**src/hdl/cdsa_pkg.sv**
```systemverilog
// Purpose: shared constants for the divider sysref phase align block
// Assumes: registers hold one byte each in the low lane of a 32-bit word
// Notes:   byte address of a register is four times its index
package cdsa_pkg;

   // ------------------------------------------------------------
   // register indices (byte address = index * 4)
   // ------------------------------------------------------------
   localparam logic [11:0] IDX_RATIO  = 12'h0108;
   localparam logic [11:0] IDX_LOCAL  = 12'h0109;
   localparam logic [11:0] IDX_CTRL   = 12'h010a;
   localparam logic [11:0] IDX_STATUS = 12'h010b;
   localparam logic [11:0] IDX_SREN   = 12'h0120;

   // ------------------------------------------------------------
   // field positions
   // ------------------------------------------------------------
   localparam int CTRL_AUTO_BIT = 7;
   localparam int CTRL_NEG_LSB  = 2;
   localparam int CTRL_POS_LSB  = 0;
   localparam int SREN_LSB      = 1;

   // ------------------------------------------------------------
   // reset values
   // ------------------------------------------------------------
   localparam logic [2:0] RST_RATIO  = 3'h0;
   localparam logic [3:0] RST_LOCAL  = 4'h0;
   localparam logic [3:0] RST_STATUS = 4'h0;
   localparam logic [1:0] RST_WIN    = 2'h0;
   localparam logic [1:0] RST_SREN   = 2'h0;

   // ------------------------------------------------------------
   // ratio code to last full-cycle count of the divider
   // ------------------------------------------------------------
   function automatic logic [1:0] cdsa_cyc_max(input logic [2:0] ratio);
      if (ratio[1]) begin
         return 2'h3;
      end else if (ratio[0]) begin
         return 2'h1;
      end
      return 2'h0;
   endfunction : cdsa_cyc_max

endpackage : cdsa_pkg

```
**src/hdl/cdsa_sysref_if.sv**
```systemverilog
// Purpose: carries a sysref event and window setup to the window check
// Assumes: single clock domain
// Notes:   accept is combinational from the window check
`timescale 1ns/1ps
interface cdsa_sysref_if;
   logic       evt;
   logic [3:0] pos;
   logic [1:0] neg_win;
   logic [1:0] pos_win;
   logic       auto_en;
   logic [1:0] cyc_max;
   logic       accept;

   modport top (output evt, output pos, output neg_win, output pos_win,
                output auto_en, output cyc_max, input accept);
   modport win (input evt, input pos, input neg_win, input pos_win,
                input auto_en, input cyc_max, output accept);
endinterface : cdsa_sysref_if

```
**src/hdl/cdsa_top.sv**
```systemverilog
// Purpose: clock divider with sysref phase alignment, AHB-Lite registers
// Assumes: hclk is the input device clock; sysref pins synchronous to it
// Notes:   zero wait state slave, response always OKAY
`timescale 1ns/1ps

module cdsa_top (
   input  wire logic        hclk,
   input  wire logic        hresetn,
   input  wire logic        hsel,
   input  wire logic [31:0] haddr,
   input  wire logic [1:0]  htrans,
   input  wire logic        hwrite,
   input  wire logic [2:0]  hsize,
   input  wire logic [31:0] hwdata,
   input  wire logic        hready,
   output logic      [31:0] hrdata,
   output logic             hreadyout,
   output logic             hresp,
   input  wire logic        sysref_in,
   input  wire logic        sysref_late_half,
   output logic             div_tick,
   output logic             clk_invert,
   output logic      [3:0]  div_phase_offset,
   output logic      [1:0]  div_phase
);
   // ------------------------------------------------------------
   // declarations
   // ------------------------------------------------------------
   logic [2:0]  ratio_q;
   logic [3:0]  local_q;
   logic        auto_q;
   logic [1:0]  neg_q;
   logic [1:0]  posw_q;
   logic [1:0]  sren_q;
   logic [3:0]  status_q;
   logic [1:0]  cnt_q;
   logic [3:0]  off_q;
   logic        sysref_prev_q;
   logic        wr_q;
   logic [11:0] widx_q;
   logic [31:0] rdata_d;
   logic        addr_ok;
   logic [11:0] aidx;
   logic [1:0]  cyc_max;
   logic [1:0]  out_cnt;
   logic [3:0]  sum_off;

   cdsa_sysref_if sr ();

   cdsa_window u_window (
      .sr (sr)
   );

   // ------------------------------------------------------------
   // bus address phase
   // ------------------------------------------------------------
   assign aidx    = haddr[13:2];
   assign addr_ok = hsel && hready && htrans[1];

   // ------------------------------------------------------------
   // implemented bits of each writable register
   // ------------------------------------------------------------
   function automatic logic [7:0] cdsa_wr_mask(input logic [11:0] idx);
      case (idx)
         cdsa_pkg::IDX_RATIO: return 8'h07;
         cdsa_pkg::IDX_LOCAL: return 8'h0f;
         cdsa_pkg::IDX_CTRL:  return 8'h8f;
         cdsa_pkg::IDX_SREN:  return 8'h06;
         default:             return 8'h00;
      endcase
   endfunction : cdsa_wr_mask

   always_comb begin
      rdata_d = 32'h0000_0000;
      unique case (aidx)
         cdsa_pkg::IDX_RATIO:  rdata_d[2:0] = ratio_q;
         cdsa_pkg::IDX_LOCAL:  rdata_d[3:0] = local_q;
         cdsa_pkg::IDX_CTRL: begin
            rdata_d[cdsa_pkg::CTRL_AUTO_BIT]                     = auto_q;
            rdata_d[cdsa_pkg::CTRL_NEG_LSB +: 2]                 = neg_q;
            rdata_d[cdsa_pkg::CTRL_POS_LSB +: 2]                 = posw_q;
         end
         cdsa_pkg::IDX_STATUS: rdata_d[3:0] = status_q;
         cdsa_pkg::IDX_SREN:   rdata_d[cdsa_pkg::SREN_LSB +: 2] = sren_q;
         default:              rdata_d = 32'h0000_0000;
      endcase
      // write still landing: back-to-back read sees the new value
      if (wr_q && (widx_q == aidx) && (cdsa_wr_mask(aidx) != 8'h00)) begin
         rdata_d = {24'h00_0000, hwdata[7:0] & cdsa_wr_mask(aidx)};
      end
   end

   always_ff @(posedge hclk or negedge hresetn) begin
      if (!hresetn) begin
         wr_q   <= 1'b0;
         widx_q <= 12'h000;
      end else if (hready) begin
         wr_q   <= addr_ok && hwrite;
         widx_q <= aidx;
      end
   end

   always_ff @(posedge hclk or negedge hresetn) begin
      if (!hresetn) begin
         hrdata <= 32'h0000_0000;
      end else if (addr_ok && !hwrite) begin
         hrdata <= rdata_d;
      end
   end

   always_ff @(posedge hclk or negedge hresetn) begin
      if (!hresetn) begin
         hreadyout <= 1'b0;
         hresp     <= 1'b0;
      end else begin
         hreadyout <= 1'b1;
         hresp     <= 1'b0;
      end
   end

   // ------------------------------------------------------------
   // register writes in data phase
   // ------------------------------------------------------------
   always_ff @(posedge hclk or negedge hresetn) begin
      if (!hresetn) begin
         ratio_q <= cdsa_pkg::RST_RATIO;
         local_q <= cdsa_pkg::RST_LOCAL;
         auto_q  <= 1'b0;
         neg_q   <= cdsa_pkg::RST_WIN;
         posw_q  <= cdsa_pkg::RST_WIN;
         sren_q  <= cdsa_pkg::RST_SREN;
      end else if (wr_q) begin
         unique case (widx_q)
            cdsa_pkg::IDX_RATIO: ratio_q <= hwdata[2:0];
            cdsa_pkg::IDX_LOCAL: local_q <= hwdata[3:0];
            cdsa_pkg::IDX_CTRL: begin
               auto_q <= hwdata[cdsa_pkg::CTRL_AUTO_BIT];
               neg_q  <= hwdata[cdsa_pkg::CTRL_NEG_LSB +: 2];
               posw_q <= hwdata[cdsa_pkg::CTRL_POS_LSB +: 2];
            end
            cdsa_pkg::IDX_SREN:  sren_q  <= hwdata[cdsa_pkg::SREN_LSB +: 2];
            default: ;
         endcase
      end
   end

   // ------------------------------------------------------------
   // divider phase counter
   // ------------------------------------------------------------
   assign cyc_max = cdsa_pkg::cdsa_cyc_max(ratio_q);

   always_ff @(posedge hclk or negedge hresetn) begin
      if (!hresetn) begin
         cnt_q <= 2'h0;
      end else if (cnt_q >= cyc_max) begin
         cnt_q <= 2'h0;
      end else begin
         cnt_q <= cnt_q + 2'h1;
      end
   end

   // ------------------------------------------------------------
   // sysref capture
   // ------------------------------------------------------------
   always_ff @(posedge hclk or negedge hresetn) begin
      if (!hresetn) begin
         sysref_prev_q <= 1'b0;
      end else begin
         sysref_prev_q <= sysref_in;
      end
   end

   always_comb begin
      sr.evt     = sysref_in && !sysref_prev_q && (sren_q != 2'h0);
      sr.pos     = {1'b0, cnt_q, sysref_late_half};
      sr.neg_win = neg_q;
      sr.pos_win = posw_q;
      sr.auto_en = auto_q;
      sr.cyc_max = cyc_max;
   end

   always_ff @(posedge hclk or negedge hresetn) begin
      if (!hresetn) begin
         status_q <= cdsa_pkg::RST_STATUS;
      end else if (sr.accept) begin
         status_q <= sr.pos;
      end
   end

   // ------------------------------------------------------------
   // applied offset and divided outputs
   // ------------------------------------------------------------
   assign sum_off = local_q + (auto_q ? status_q : 4'h0);
   assign out_cnt = (cnt_q - off_q[2:1]) & cyc_max;

   always_ff @(posedge hclk or negedge hresetn) begin
      if (!hresetn) begin
         off_q <= 4'h0;
      end else begin
         off_q <= sum_off;
      end
   end

   always_ff @(posedge hclk or negedge hresetn) begin
      if (!hresetn) begin
         div_tick         <= 1'b0;
         clk_invert       <= 1'b0;
         div_phase_offset <= 4'h0;
         div_phase        <= 2'h0;
      end else begin
         div_tick         <= (out_cnt == 2'h0);
         clk_invert       <= off_q[0];
         div_phase_offset <= off_q;
         div_phase        <= out_cnt;
      end
   end

endmodule : cdsa_top

```
**src/hdl/cdsa_window.sv**
```systemverilog
// Purpose: decides whether a sysref event lies outside both skew windows
// Assumes: pos is the event position in half input clocks in the divider cycle
// Notes:   pure combinational
`timescale 1ns/1ps
module cdsa_window (
   cdsa_sysref_if.win sr
);
   // ------------------------------------------------------------
   // window test
   // ------------------------------------------------------------
   logic [3:0] halves;
   logic       in_neg;
   logic       in_pos;

   always_comb begin
      halves = {1'b0, sr.cyc_max + 2'h1, 1'b0};
      if (sr.cyc_max == 2'h3) begin
         halves = 4'h8;
      end
      in_pos = (sr.pos != 4'h0) && (sr.pos <= {2'b00, sr.pos_win});
      in_neg = (sr.pos != 4'h0) && (sr.pos >= halves - {2'b00, sr.neg_win});
      // events are only accepted while auto adjust is on
      sr.accept = sr.evt && sr.auto_en && !in_neg && !in_pos;
   end
endmodule : cdsa_window

```
**config.mk**
```make
export PLATFORM = sky130hd
export DESIGN_NAME = cdsa_top
export DESIGN_NICKNAME = d
export VERILOG_FILES = /design/src/hdl/cdsa_pkg.sv /design/src/hdl/cdsa_sysref_if.sv /design/src/hdl/cdsa_top.sv /design/src/hdl/cdsa_window.sv
export SDC_FILE = /design/constraint.sdc
export NUM_CORES = 1
export LEC_CHECK = 0
export ABC_CLOCK_PERIOD_IN_PS = 2250
export BUFFER_PORTS_ARGS = -buffer_cell sky130_fd_sc_hd__buf_2
export CORE_ASPECT_RATIO = 1.5
export CORE_UTILIZATION = 44
export CTS_CLUSTER_DIAMETER = 30
export DETAILED_ROUTE_END_ITERATION = 8
export GPL_TIMING_DRIVEN = 1
export MAX_ROUTING_LAYER = met4
export PLACE_DENSITY = 0.77
export SLEW_MARGIN = 15
export SYNTH_ARGS = -nofsm -noshare
export SYNTH_HDL_FRONTEND = slang
export SYNTH_SLANG_ARGS = --single-unit
```
**constraint.sdc**
```tcl
create_clock -name hclk -period 2.25 [get_ports hclk]
set_input_delay 0.225 -clock hclk [delete_from_list [all_inputs] [get_ports hclk]]
set_output_delay 0.225 -clock hclk [all_outputs]
set_load 0.01 [all_outputs]
```
==> results of run 1 <==
## cell usage after synthesis, types with 2 or more instances
| cell | n |
|---|---|
| clkbuf_1 | 5 |
| a21o_1 | 3 |
| nor4b_4 | 2 |
| a21oi_1 | 5 |
| nand2b_1 | 4 |
| nand2_1 | 17 |
| mux2_1 | 11 |
| and2_1 | 4 |
| o21ai_0 | 7 |
| nor3_1 | 4 |
| nand3_1 | 6 |
| nor4_1 | 2 |
| nand4_1 | 8 |
| buf_4 | 29 |
| and4b_1 | 2 |
| mux2_2 | 13 |
| o211ai_1 | 4 |
| mux2i_1 | 3 |
| and3_1 | 3 |
| a31oi_1 | 3 |
| nor2_1 | 8 |
| ha_1 | 11 |
| xnor2_1 | 15 |
| dfrtp_1 | 50 |
| conb_1 | 2 |
| inv_1 | 13 |
| nor2b_1 | 6 |
## power by group through the flow
stage                     Combinational [mW]  Sequential [mW]  Clock (mW)
final                                  0.197            0.956       0.545
after global routing                   0.222            0.961       0.598
after CTS                              0.198            0.956       0.560
after detailed placement               0.197            0.974           0
after global placement                 0.192            0.972           0
after floorplan                        0.158            0.968           0
## worst max-delay path, cell delays in order, from the launching register on
cell and delay (ps):
dfrtp_1 440, nor2_2 140, xnor2_1 90, ha_1 280, inv_1 40, ha_1 260
a21o_1 160, a21o_1 170, a31oi_1 150, buf_4 160, mux2i_1 180
## layout make-up
cell class / count / area share
clock buffers: 5 / 0.02163
flip-flops and latches: 50 / 0.3932
multi-input cells: 194 / 0.4558
clock inverters: 3 / 0.007865
well taps: 74 / 0.02910
repair buffers: 45 / 0.07707
inverters: 13 / 0.01534
## flip-flops by register name (all words and copies together) (netlist names), 2 cells and up
signal            cells
div_phase             2
sren_q                2
status_q              3
posw_q                2
cnt_q                 2
local_q               4
div_phase_offset      4
neg_q                 2
ratio_q               3
off_q                 4
hrdata                5
widx_q               12
## timing repair
action / in CTS / in global routing
setup buffers: 0 / 1
hold buffers: 1 / 0
gates resized for setup: 0 / 1
endpoints found under the hold margin: 17 / 0
setup endpoints to repair: 0 / 3
## worst paths after layout
check	start	endpoint	slack, ps	depth (start not counted)
min in group asynchronous	hresetn	off_q[3]$_DFF_PN0_	370	2
worst min register to register	off_q[3]$_DFF_PN0_	div_phase_offset[3]$_DFF_PN0_	360	0
worst min-delay path	sysref_in	sysref_prev_q$_DFF_PN0_	50	1
worst max register to register	ratio_q[1]$_DFFE_PN0P_	status_q[0]$_DFFE_PN0P_	120	10
worst max-delay path	ratio_q[1]$_DFFE_PN0P_	status_q[0]$_DFFE_PN0P_	120	10
max in group asynchronous	hresetn	hrdata[3]$_DFFE_PN0P_	1280	3
## metal layers
layer,vias up,global-route usage,wire [um]
met2,45,0.3409,3248
li1,960,-,-
met3,7,0.03153,177
met5,-,-,0
met4,0,0.06410,76
met1,996,0.1962,2156
## cell families (layout without fill, tap and decap cells)
group / count (synthesis) / after routing / synth area share
DFF: 50 / 50 / 0.4340
AOI/OAI and AO/OA: 33 / 33 / 0.07726
xor gates and xnor gates: 16 / 16 / 0.04861
other: 2 / 29 / 0.002605
adders and majority gates: 12 / 12 / 0.05469
and+or+nand+nor: 76 / 76 / 0.1719
buffers and inverters: 47 / 66 / 0.09896
muxes: 28 / 28 / 0.1120
## metrics by stage
| stage | hold WS [ps] | worst slack (ps) |
|---|---|---|
| 2_1_floorplan | -70.59 | 128.9 |
| 3_5_place_dp | 188.9 | 50.57 |
| 4_1_cts | 39.43 | 54.82 |
| 3_3_place_gp | 177.6 | 107.8 |
| 5_1_grt | 38.12 | 16.00 |
| 6_report | 47.62 | 123.2 |
==> implementation parameters, run 1 <==
Parameter                              Value

Run status
  Result of the run    completed

Yosys
  Top flip-flop cell by instance count after synthesis    dfrtp_1
  FFs w/ async S/R, synth    1.000
  Cells after Synth    264
  Mean Syn Cell Area    10.92 um2
  FF+latch count, synth    50
  Proportion of netlist area held by the largest area contributor    0.4340
  Count of different cell masters after synthesis    roughly 50
  Sequential area share after synthesis    0.4340
  Netlist area before placement    2883 um2
  Warnings, synthesis    0
  Library cell occupying the most area in the post-synthesis netlist    dfrtp_1
  Leading cell types by total area after synthesis    dfrtp_1 (43%), buf_4 (7.6%), mux2_2 (5.1%), ha_1 (4.8%), xnor2_1 (4.6%)
  Post-synth EDFFs    0

Place
  Placed wire-length estimate    ~4500 um
  Number of buffer cells added on primary ports    38
  Post-Place Cell Area    3068 um2
  Final Wtd Congestion    0.8389
  Cells after DPL    374

Global route
  Remaining global-route overflow    0
  Pin count of the biggest net entering global routing    20
  Number of antenna violations at the first check in global routing    0
  All-Layer GR Usage    0.1875
  Vias in the first global route    2015
  Wire length of the first global-routing pass    9266 um

Finish
  Footprint of the multi-input gates    1450 um2
  Storage cell area    1251 um2
  Design Area, Final    3182 um2
  Layout Area Growth over Synthesis    10.37%
  Layout cell share with drive strength beyond 1    0.2387
  Final layout net count    397
  Commonest non-fill, non-tap cell in the layout    dfrtp_1
  Diode insertion count for antenna repair    0
  Most frequent cells in the layout    dfrtp_1 (50), buf_2 (38), conb_1 (29)
  Final core utilization    0.5117
  Filler cell count in the final layout    586
  Count of placed standard cells in the final layout, fillers left out    384

Floorplan
  Placement row count    35
  Horizontal extent of the die    roughly 68 um
  Y dimension of the die    101.1 um
  Number of primary I/O pins    approximately 120
  Core ar.    a little over 6000 um2
  Total die area    just under 7000 um2
  Effective utilization at floorplan    0.4636

Power
  Switching part of the total power    0.2738
  Leakage    1.564 nW
  Internal power summed over all cells    1.233 mW
  Combinational fraction of design power    0.116
  Power share of the clock group    0.321
  PwrDens    533.5 nW/um2
  Fraction of power consumed by sequential logic    0.563
  Total power of the final layout    1.698 mW
  Peak supply drop    0.0004244 V
  NetSw    approximately 0.46 mW

Clock network
  Clock network latency to the later pin of the worst-skew pair    just over 300 ps
  Sink count of the clock tree    50
  Number of levels the H-tree was split into    2
  Inserted Clock Buffers    5
  Clock tree buffer depth    2
  TritonCTS clock tree    yes
  CTS clk-pin slew, worst paths    100 ps
  Clock root cell    clkbuf_8

Detailed routing
  Overall via count from detail_route    ~2000
  Drt wl/cell    about 15 um
  Number of optimization iterations in the first detailed-route pass    4
  Number of remaining DRC errors    0
  Number of DRC markers in iteration 0    79
  Antenna Violating Nets Remaining    0
  DRT Wirelength    between 5000 and 6000 um
  Vias per std cell    5.229

Setup path
  Crit Path Class    flop to flop
  Signal arrival time at the worst endpoint    about 2400 ps
  Worst endpoint required time    about 2500 ps
  Crit-path max FO    4
  Capturing element type of the critical path    flop
  Element type at the critical path start    flop

STA
  Number of hold violations in the final report    0
  RSZ-0062 raised after global routing    no
  Worst-margin pin slew    525.9 ps
  Final min period    2127 ps
  Setup Skew    10.31 ps
  Slew HR    0.6457
  Pins over their slew limit    0
  Total negative slack    0 ps
  Part of the cycle the worst path needs    0.9452
  Count of endpoints failing setup in the final report    0
  Max Freq    0.4702 GHz

Job
  Max_cap viols    0

Worst hold path
  Hold/Removal Path Class    input port to flop
(Power assumes the default switching activity.)
==> run 2: changes to the inputs <==
BUFFER_PORTS_ARGS = -buffer_cell sky130_fd_sc_hd__buf_4   (was -buffer_cell sky130_fd_sc_hd__buf_2)
==> implementation parameters, run 2 (synthesis results as in run 1) <==
Parameter                              Value

Setup path
  Maximum single-stage delay on the critical path    ~430 ps
  Worst path top cell family by delay    adder cells
  Origin of the critical flop-to-flop path    ratio_q[0]$_DFFE_PN0P_
  Worst endpoint required time    2480 ps
  Crit Path Class    flop to flop
  Crit-path max FO    5
  Critical path's slowest cell    dfrtp_1
  Flop2flop setup slack    140 ps
  Worst Path Buf+Inv    2
  Element type at the critical path start    flop
  Signal arrival time at the worst endpoint    2350 ps
  Cell count of the worst reg-to-reg path    10
  Endpoint of the worst-slack reg-to-reg timing path    status_q[1]$_DFFE_PN0P_
  Capture point of the worst path    status_q[1]$_DFFE_PN0P_
  Cells along the critical path    nor2_2 > xnor2_1 > ha_1 > inv_1 > ha_1 > a21o_1 > a21o_1 > a31oi_1 > buf_4 > mux2i_1
  Critical Path Start    ratio_q[0]$_DFFE_PN0P_
  Capturing element type of the critical path    flop
  Critical Path Stages    10

Finish
  Final core utilization    0.5247
  Final layout net count    395
  Diode insertion count for antenna repair    0
  Layout cell share with drive strength beyond 1    0.2338
  Layout Area Growth over Synthesis    13.19%
  Flip-flop count of the largest register, all copies and words added    12
  Design Area, Final    3263 um2
  Top reg by flops    widx_q
  Registers with the highest flip-flop counts    widx_q x12, hrdata x5
  Commonest non-fill, non-tap cell in the layout    dfrtp_1
  Most frequent cells in the layout    dfrtp_1 (50), buf_4 (42), conb_1 (29)

Power
  NetSw    0.4440 mW
  Leakage    approximately 1.6 nW
  Internal power summed over all cells    roughly 1.3 mW
  Peak supply drop    between 0.0003 and 0.0004 V
  Switching part of the total power    0.2596
  Combinational fraction of design power    0.121
  Fraction of power consumed by sequential logic    0.558
  Total power of the final layout    1.710 mW
  Power share of the clock group    0.321
  PwrDens    524.2 nW/um2

STA
  Final min period    between 2000 and 2500 ps
  Pins over their slew limit    0
  Number of hold violations in the final report    0
  Total negative slack    0 ps
  Setup Skew    4.077 ps
  Slew HR    0.5828
  Count of endpoints failing setup in the final report    0
  Part of the cycle the worst path needs    0.9387
  Max Freq    0.4735 GHz
  Worst-margin pin slew    625.9 ps
  Hold slack    29.72 ps

Place
  Number of buffer cells added on primary ports    38
  Placed wire-length estimate    about 4400 um
  Final Wtd Congestion    0.8628
  Post-Place Cell Area    3148 um2

Detailed routing
  Vias per std cell    5.212
  DRT Wirelength    roughly 5600 um
  Number of optimization iterations in the first detailed-route pass    4
  Number of DRC markers in iteration 0    88
  Number of remaining DRC errors    0
  Drt wl/cell    14.74 um
  Antenna Violating Nets Remaining    0
  Overall via count from detail_route    1991

Clock network
  Number of levels the H-tree was split into    2
  Clock network latency to the later pin of the worst-skew pair    310 ps
  Clock root cell    clkbuf_8
  Inserted Clock Buffers    5
  Sink count of the clock tree    50
  CTS clk-pin slew, worst paths    90 ps
  Clock tree buffer depth    2
  TritonCTS clock tree    yes

Global route
  All-Layer GR Usage    0.1919
  Remaining global-route overflow    0
  Pin count of the biggest net entering global routing    around 50
  Vias in the first global route    2055
  Number of antenna violations at the first check in global routing    0
  Wire length of the first global-routing pass    9432 um

Floorplan
  Core ar.    6218 um2
  Placement row count    35
  Total die area    6886 um2
  Effective utilization at floorplan    0.4636
  Y dimension of the die    101.1 um
  Number of primary I/O pins    around 120
  Horizontal extent of the die    68.09 um

Worst hold path
  Hold/Removal Path Class    input port to flop
  Number of instances on the worst hold path    1
  Startpoint of the lowest-slack hold path    sysref_in

Job
  Max_cap viols    0

Run status
  Result of the run    completed
## run 2: worst min-delay path by stage
stage / slack, ps / to
after detailed placement: 290 / div_phase_offset[0]$_DFF_PN0_
after global routing: 20 / sysref_prev_q$_DFF_PN0_
after CTS: 20 / sysref_prev_q$_DFF_PN0_
after floorplan: -70 / auto_q$_DFFE_PN0P_
after global placement: 280 / div_phase_offset[3]$_DFF_PN0_
final: 30 / sysref_prev_q$_DFF_PN0_
## run 2: power by group through the flow
stage	combinational, mW	sequential [mW]	clock [mW]
after floorplan	0.158	0.968	0
after CTS	0.209	0.956	0.563
after detailed placement	0.207	0.974	0
after global placement	0.203	0.972	0
final	0.207	0.955	0.549
after global routing	0.234	0.961	0.605
## run 2: repair_timing
item | in CTS | in global routing
setup buffers | 0 | 1
resized for setup | 0 | 1
hold endpoints to repair | 50 | 0
setup endpoints to repair | 0 | 3
hold buffers | 1 | 0
## run 2: through the flow
stage               cells  setup WS, ps
finish                382         137.9
floorplan             291         128.9
global placement      372         144.9
global route          382        -13.14
detailed placement    372         124.1
CTS                   381         80.30
## run 2: layer usage
metal  global-route usage  vias up  wire, um
met5                    -        -         0
met4              0.08814        0       171
met3              0.03941       21       186
met2               0.3356       50      3120
met1               0.1987      963      2151
li1                     -      957         -
## run 2: layout make-up
type,instances,area [um2]
Clock buffer,6,82.58
Clock inverter,2,12.51
Fill cell,572,2955
Inverter,13,48.80
Multi-Input combinational cell,194,1450
Sequential cell,50,1251
Tap cell,74,92.59
Timing Repair Buffer,43,325.3
## run 2: worst register-to-register path, stage by stage (launching register included)
cell,delay [ps]
dfrtp_1,430
nor2_2,150
xnor2_1,90
ha_1,280
inv_1,40
ha_1,270
a21o_1,170
a21o_1,170
a31oi_1,120
buf_4,150
mux2i_1,180
==> run 3: changes to the inputs <==
RECOVER_POWER = 25   (was unset)
TNS_END_PERCENT = 10   (was unset)
==> implementation parameters, run 3 (synthesis results as in run 1) <==
Parameter                              Value

Floorplan
  Core ar.    6218 um2
  Y dimension of the die    about 100 um
  Effective utilization at floorplan    0.4636
  Placement row count    35
  Number of primary I/O pins    118
  Horizontal extent of the die    slightly below 70 um
  Total die area    just under 7000 um2

Finish
  Final core utilization    0.5243
  Top reg by flops    widx_q
  Design Area, Final    3261 um2
  Final layout net count    395
  Count of placed standard cells in the final layout, fillers left out    382
  Layout cell share with drive strength beyond 1    0.2338
  Registers with the highest flip-flop counts    widx_q x12, hrdata x5
  Layout Area Growth over Synthesis    13.11%
  Filler cell count in the final layout    between 500 and 600
  Flip-flop count of the largest register, all copies and words added    12
  Most frequent cells in the layout    dfrtp_1 (50), buf_4 (40), conb_1 (29)
  Commonest non-fill, non-tap cell in the layout    dfrtp_1
  Diode insertion count for antenna repair    0

Place
  Placed wire-length estimate    4355 um
  Number of buffer cells added on primary ports    38
  Post-Place Cell Area    3148 um2
  Final Wtd Congestion    0.8628
  Cells after DPL    around 370
  Place WS    124.1 ps

Setup path
  Signal arrival time at the worst endpoint    2350 ps
  Critical path's slowest cell    dfrtp_1
  Cells along the critical path    nor2_2 > xnor2_1 > ha_1 > inv_1 > ha_1 > a21o_1 > a21o_1 > a31oi_1 > buf_4 > mux2i_1
  Capturing element type of the critical path    flop
  Crit-path max FO    5
  Crit Path Class    flop to flop
  Worst endpoint required time    2490 ps
  Flop2flop setup slack    140 ps
  Maximum single-stage delay on the critical path    approximately 430 ps
  Element type at the critical path start    flop

Job
  Max_cap viols    0

Clock network
  TritonCTS clock tree    yes
  Clock root cell    clkbuf_8
  Inserted Clock Buffers    5
  Clock network latency to the later pin of the worst-skew pair    310 ps
  CTS clk-pin slew, worst paths    90 ps
  Number of levels the H-tree was split into    2
  Sink count of the clock tree    50
  Clock tree buffer depth    2

Detailed routing
  Drt wl/cell    14.75 um
  DRT Wirelength    between 5000 and 6000 um
  Number of optimization iterations in the first detailed-route pass    4
  Number of DRC markers in iteration 0    85
  Number of remaining DRC errors    0
  Vias per std cell    5.217
  Overall via count from detail_route    1993
  Antenna Violating Nets Remaining    0

STA
  Part of the cycle the worst path needs    0.9387
  Total negative slack    0 ps
  Worst-margin pin slew    1234 ps
  Number of hold violations in the final report    0
  Slew HR    0.1771
  Worst setup slack after layout    137.9 ps
  Count of endpoints failing setup in the final report    0
  Pins over their slew limit    0
  Max Freq    between 0.4 and 0.5 GHz
  Hold slack    53.12 ps
  Final min period    2112 ps
  Setup Skew    4.086 ps

Global route
  Wire length of the first global-routing pass    9432 um
  All-Layer GR Usage    0.1919
  Remaining global-route overflow    0
  Vias in the first global route    2055
  Pin count of the biggest net entering global routing    roughly 50
  Number of antenna violations at the first check in global routing    0

Power
  Peak supply drop    roughly 0.00035 V
  PwrDens    524.4 nW/um2
  Total power of the final layout    1.710 mW
  Leakage    1.580 nW

Run status
  Result of the run    completed

Worst hold path
  Hold/Removal Path Class    input port to flop
-- run 3: cell type report --
type                    count  area, um2  area share
multi-input cells         194       1450      0.4447
flip-flops and latches     50       1251      0.3837
well taps                  74      92.59     0.02840
repair buffers             43      322.8     0.09900
inverters                  13      48.80     0.01497
clock buffers               6      82.58     0.02533
clock inverters             2      12.51    0.003837
-- run 3: worst max-delay path: cells and delay by family (launching register included) --
family,cells,cell delay [ps]
fa+ha+maj,2,550
buf+inv,2,190
compound gates,3,460
mux,1,180
simple gates,1,150
flops,1,430
xor+xnor,1,90
-- run 3: path summary, 6_finish.rpt --
| kind | endpoint | cells after the start | from |
|---|---|---|---|
| max | status_q[1]$_DFFE_PN0P_ | 10 | ratio_q[0]$_DFFE_PN0P_ |
| min | sysref_prev_q$_DFF_PN0_ | 1 | sysref_in |
| max reg2reg | status_q[1]$_DFFE_PN0P_ | 10 | ratio_q[0]$_DFFE_PN0P_ |
| min reg2reg | div_phase_offset[3]$_DFF_PN0_ | 0 | off_q[3]$_DFF_PN0_ |
| max in group asynchronous | widx_q[11]$_DFFE_PN0P_ | 2 | hresetn |
| min in group asynchronous | div_phase_offset[0]$_DFF_PN0_ | 2 | hresetn |
-- run 3: routing by layer --
layer	vias up	GRT usage	share of wire
met5	-	-	0
met4	0	0.08814	0.030
met3	21	0.03941	0.033
met2	50	0.3356	0.55
met1	963	0.1987	0.38
li1	959	-	-
-- run 3: timing repair --
action	CTS	global route
hold buffers	1	0
buffers inserted	0	1
endpoints found under the setup margin	0	3
gates resized for setup	0	1
endpoints found under the hold margin	50	0
-- run 3: power by group --
group | switching [mW] | internal, mW
registers | 0.0309 | 0.924
logic | 0.112 | 0.0939
clock network | 0.301 | 0.248
total | 0.444 | 1.27
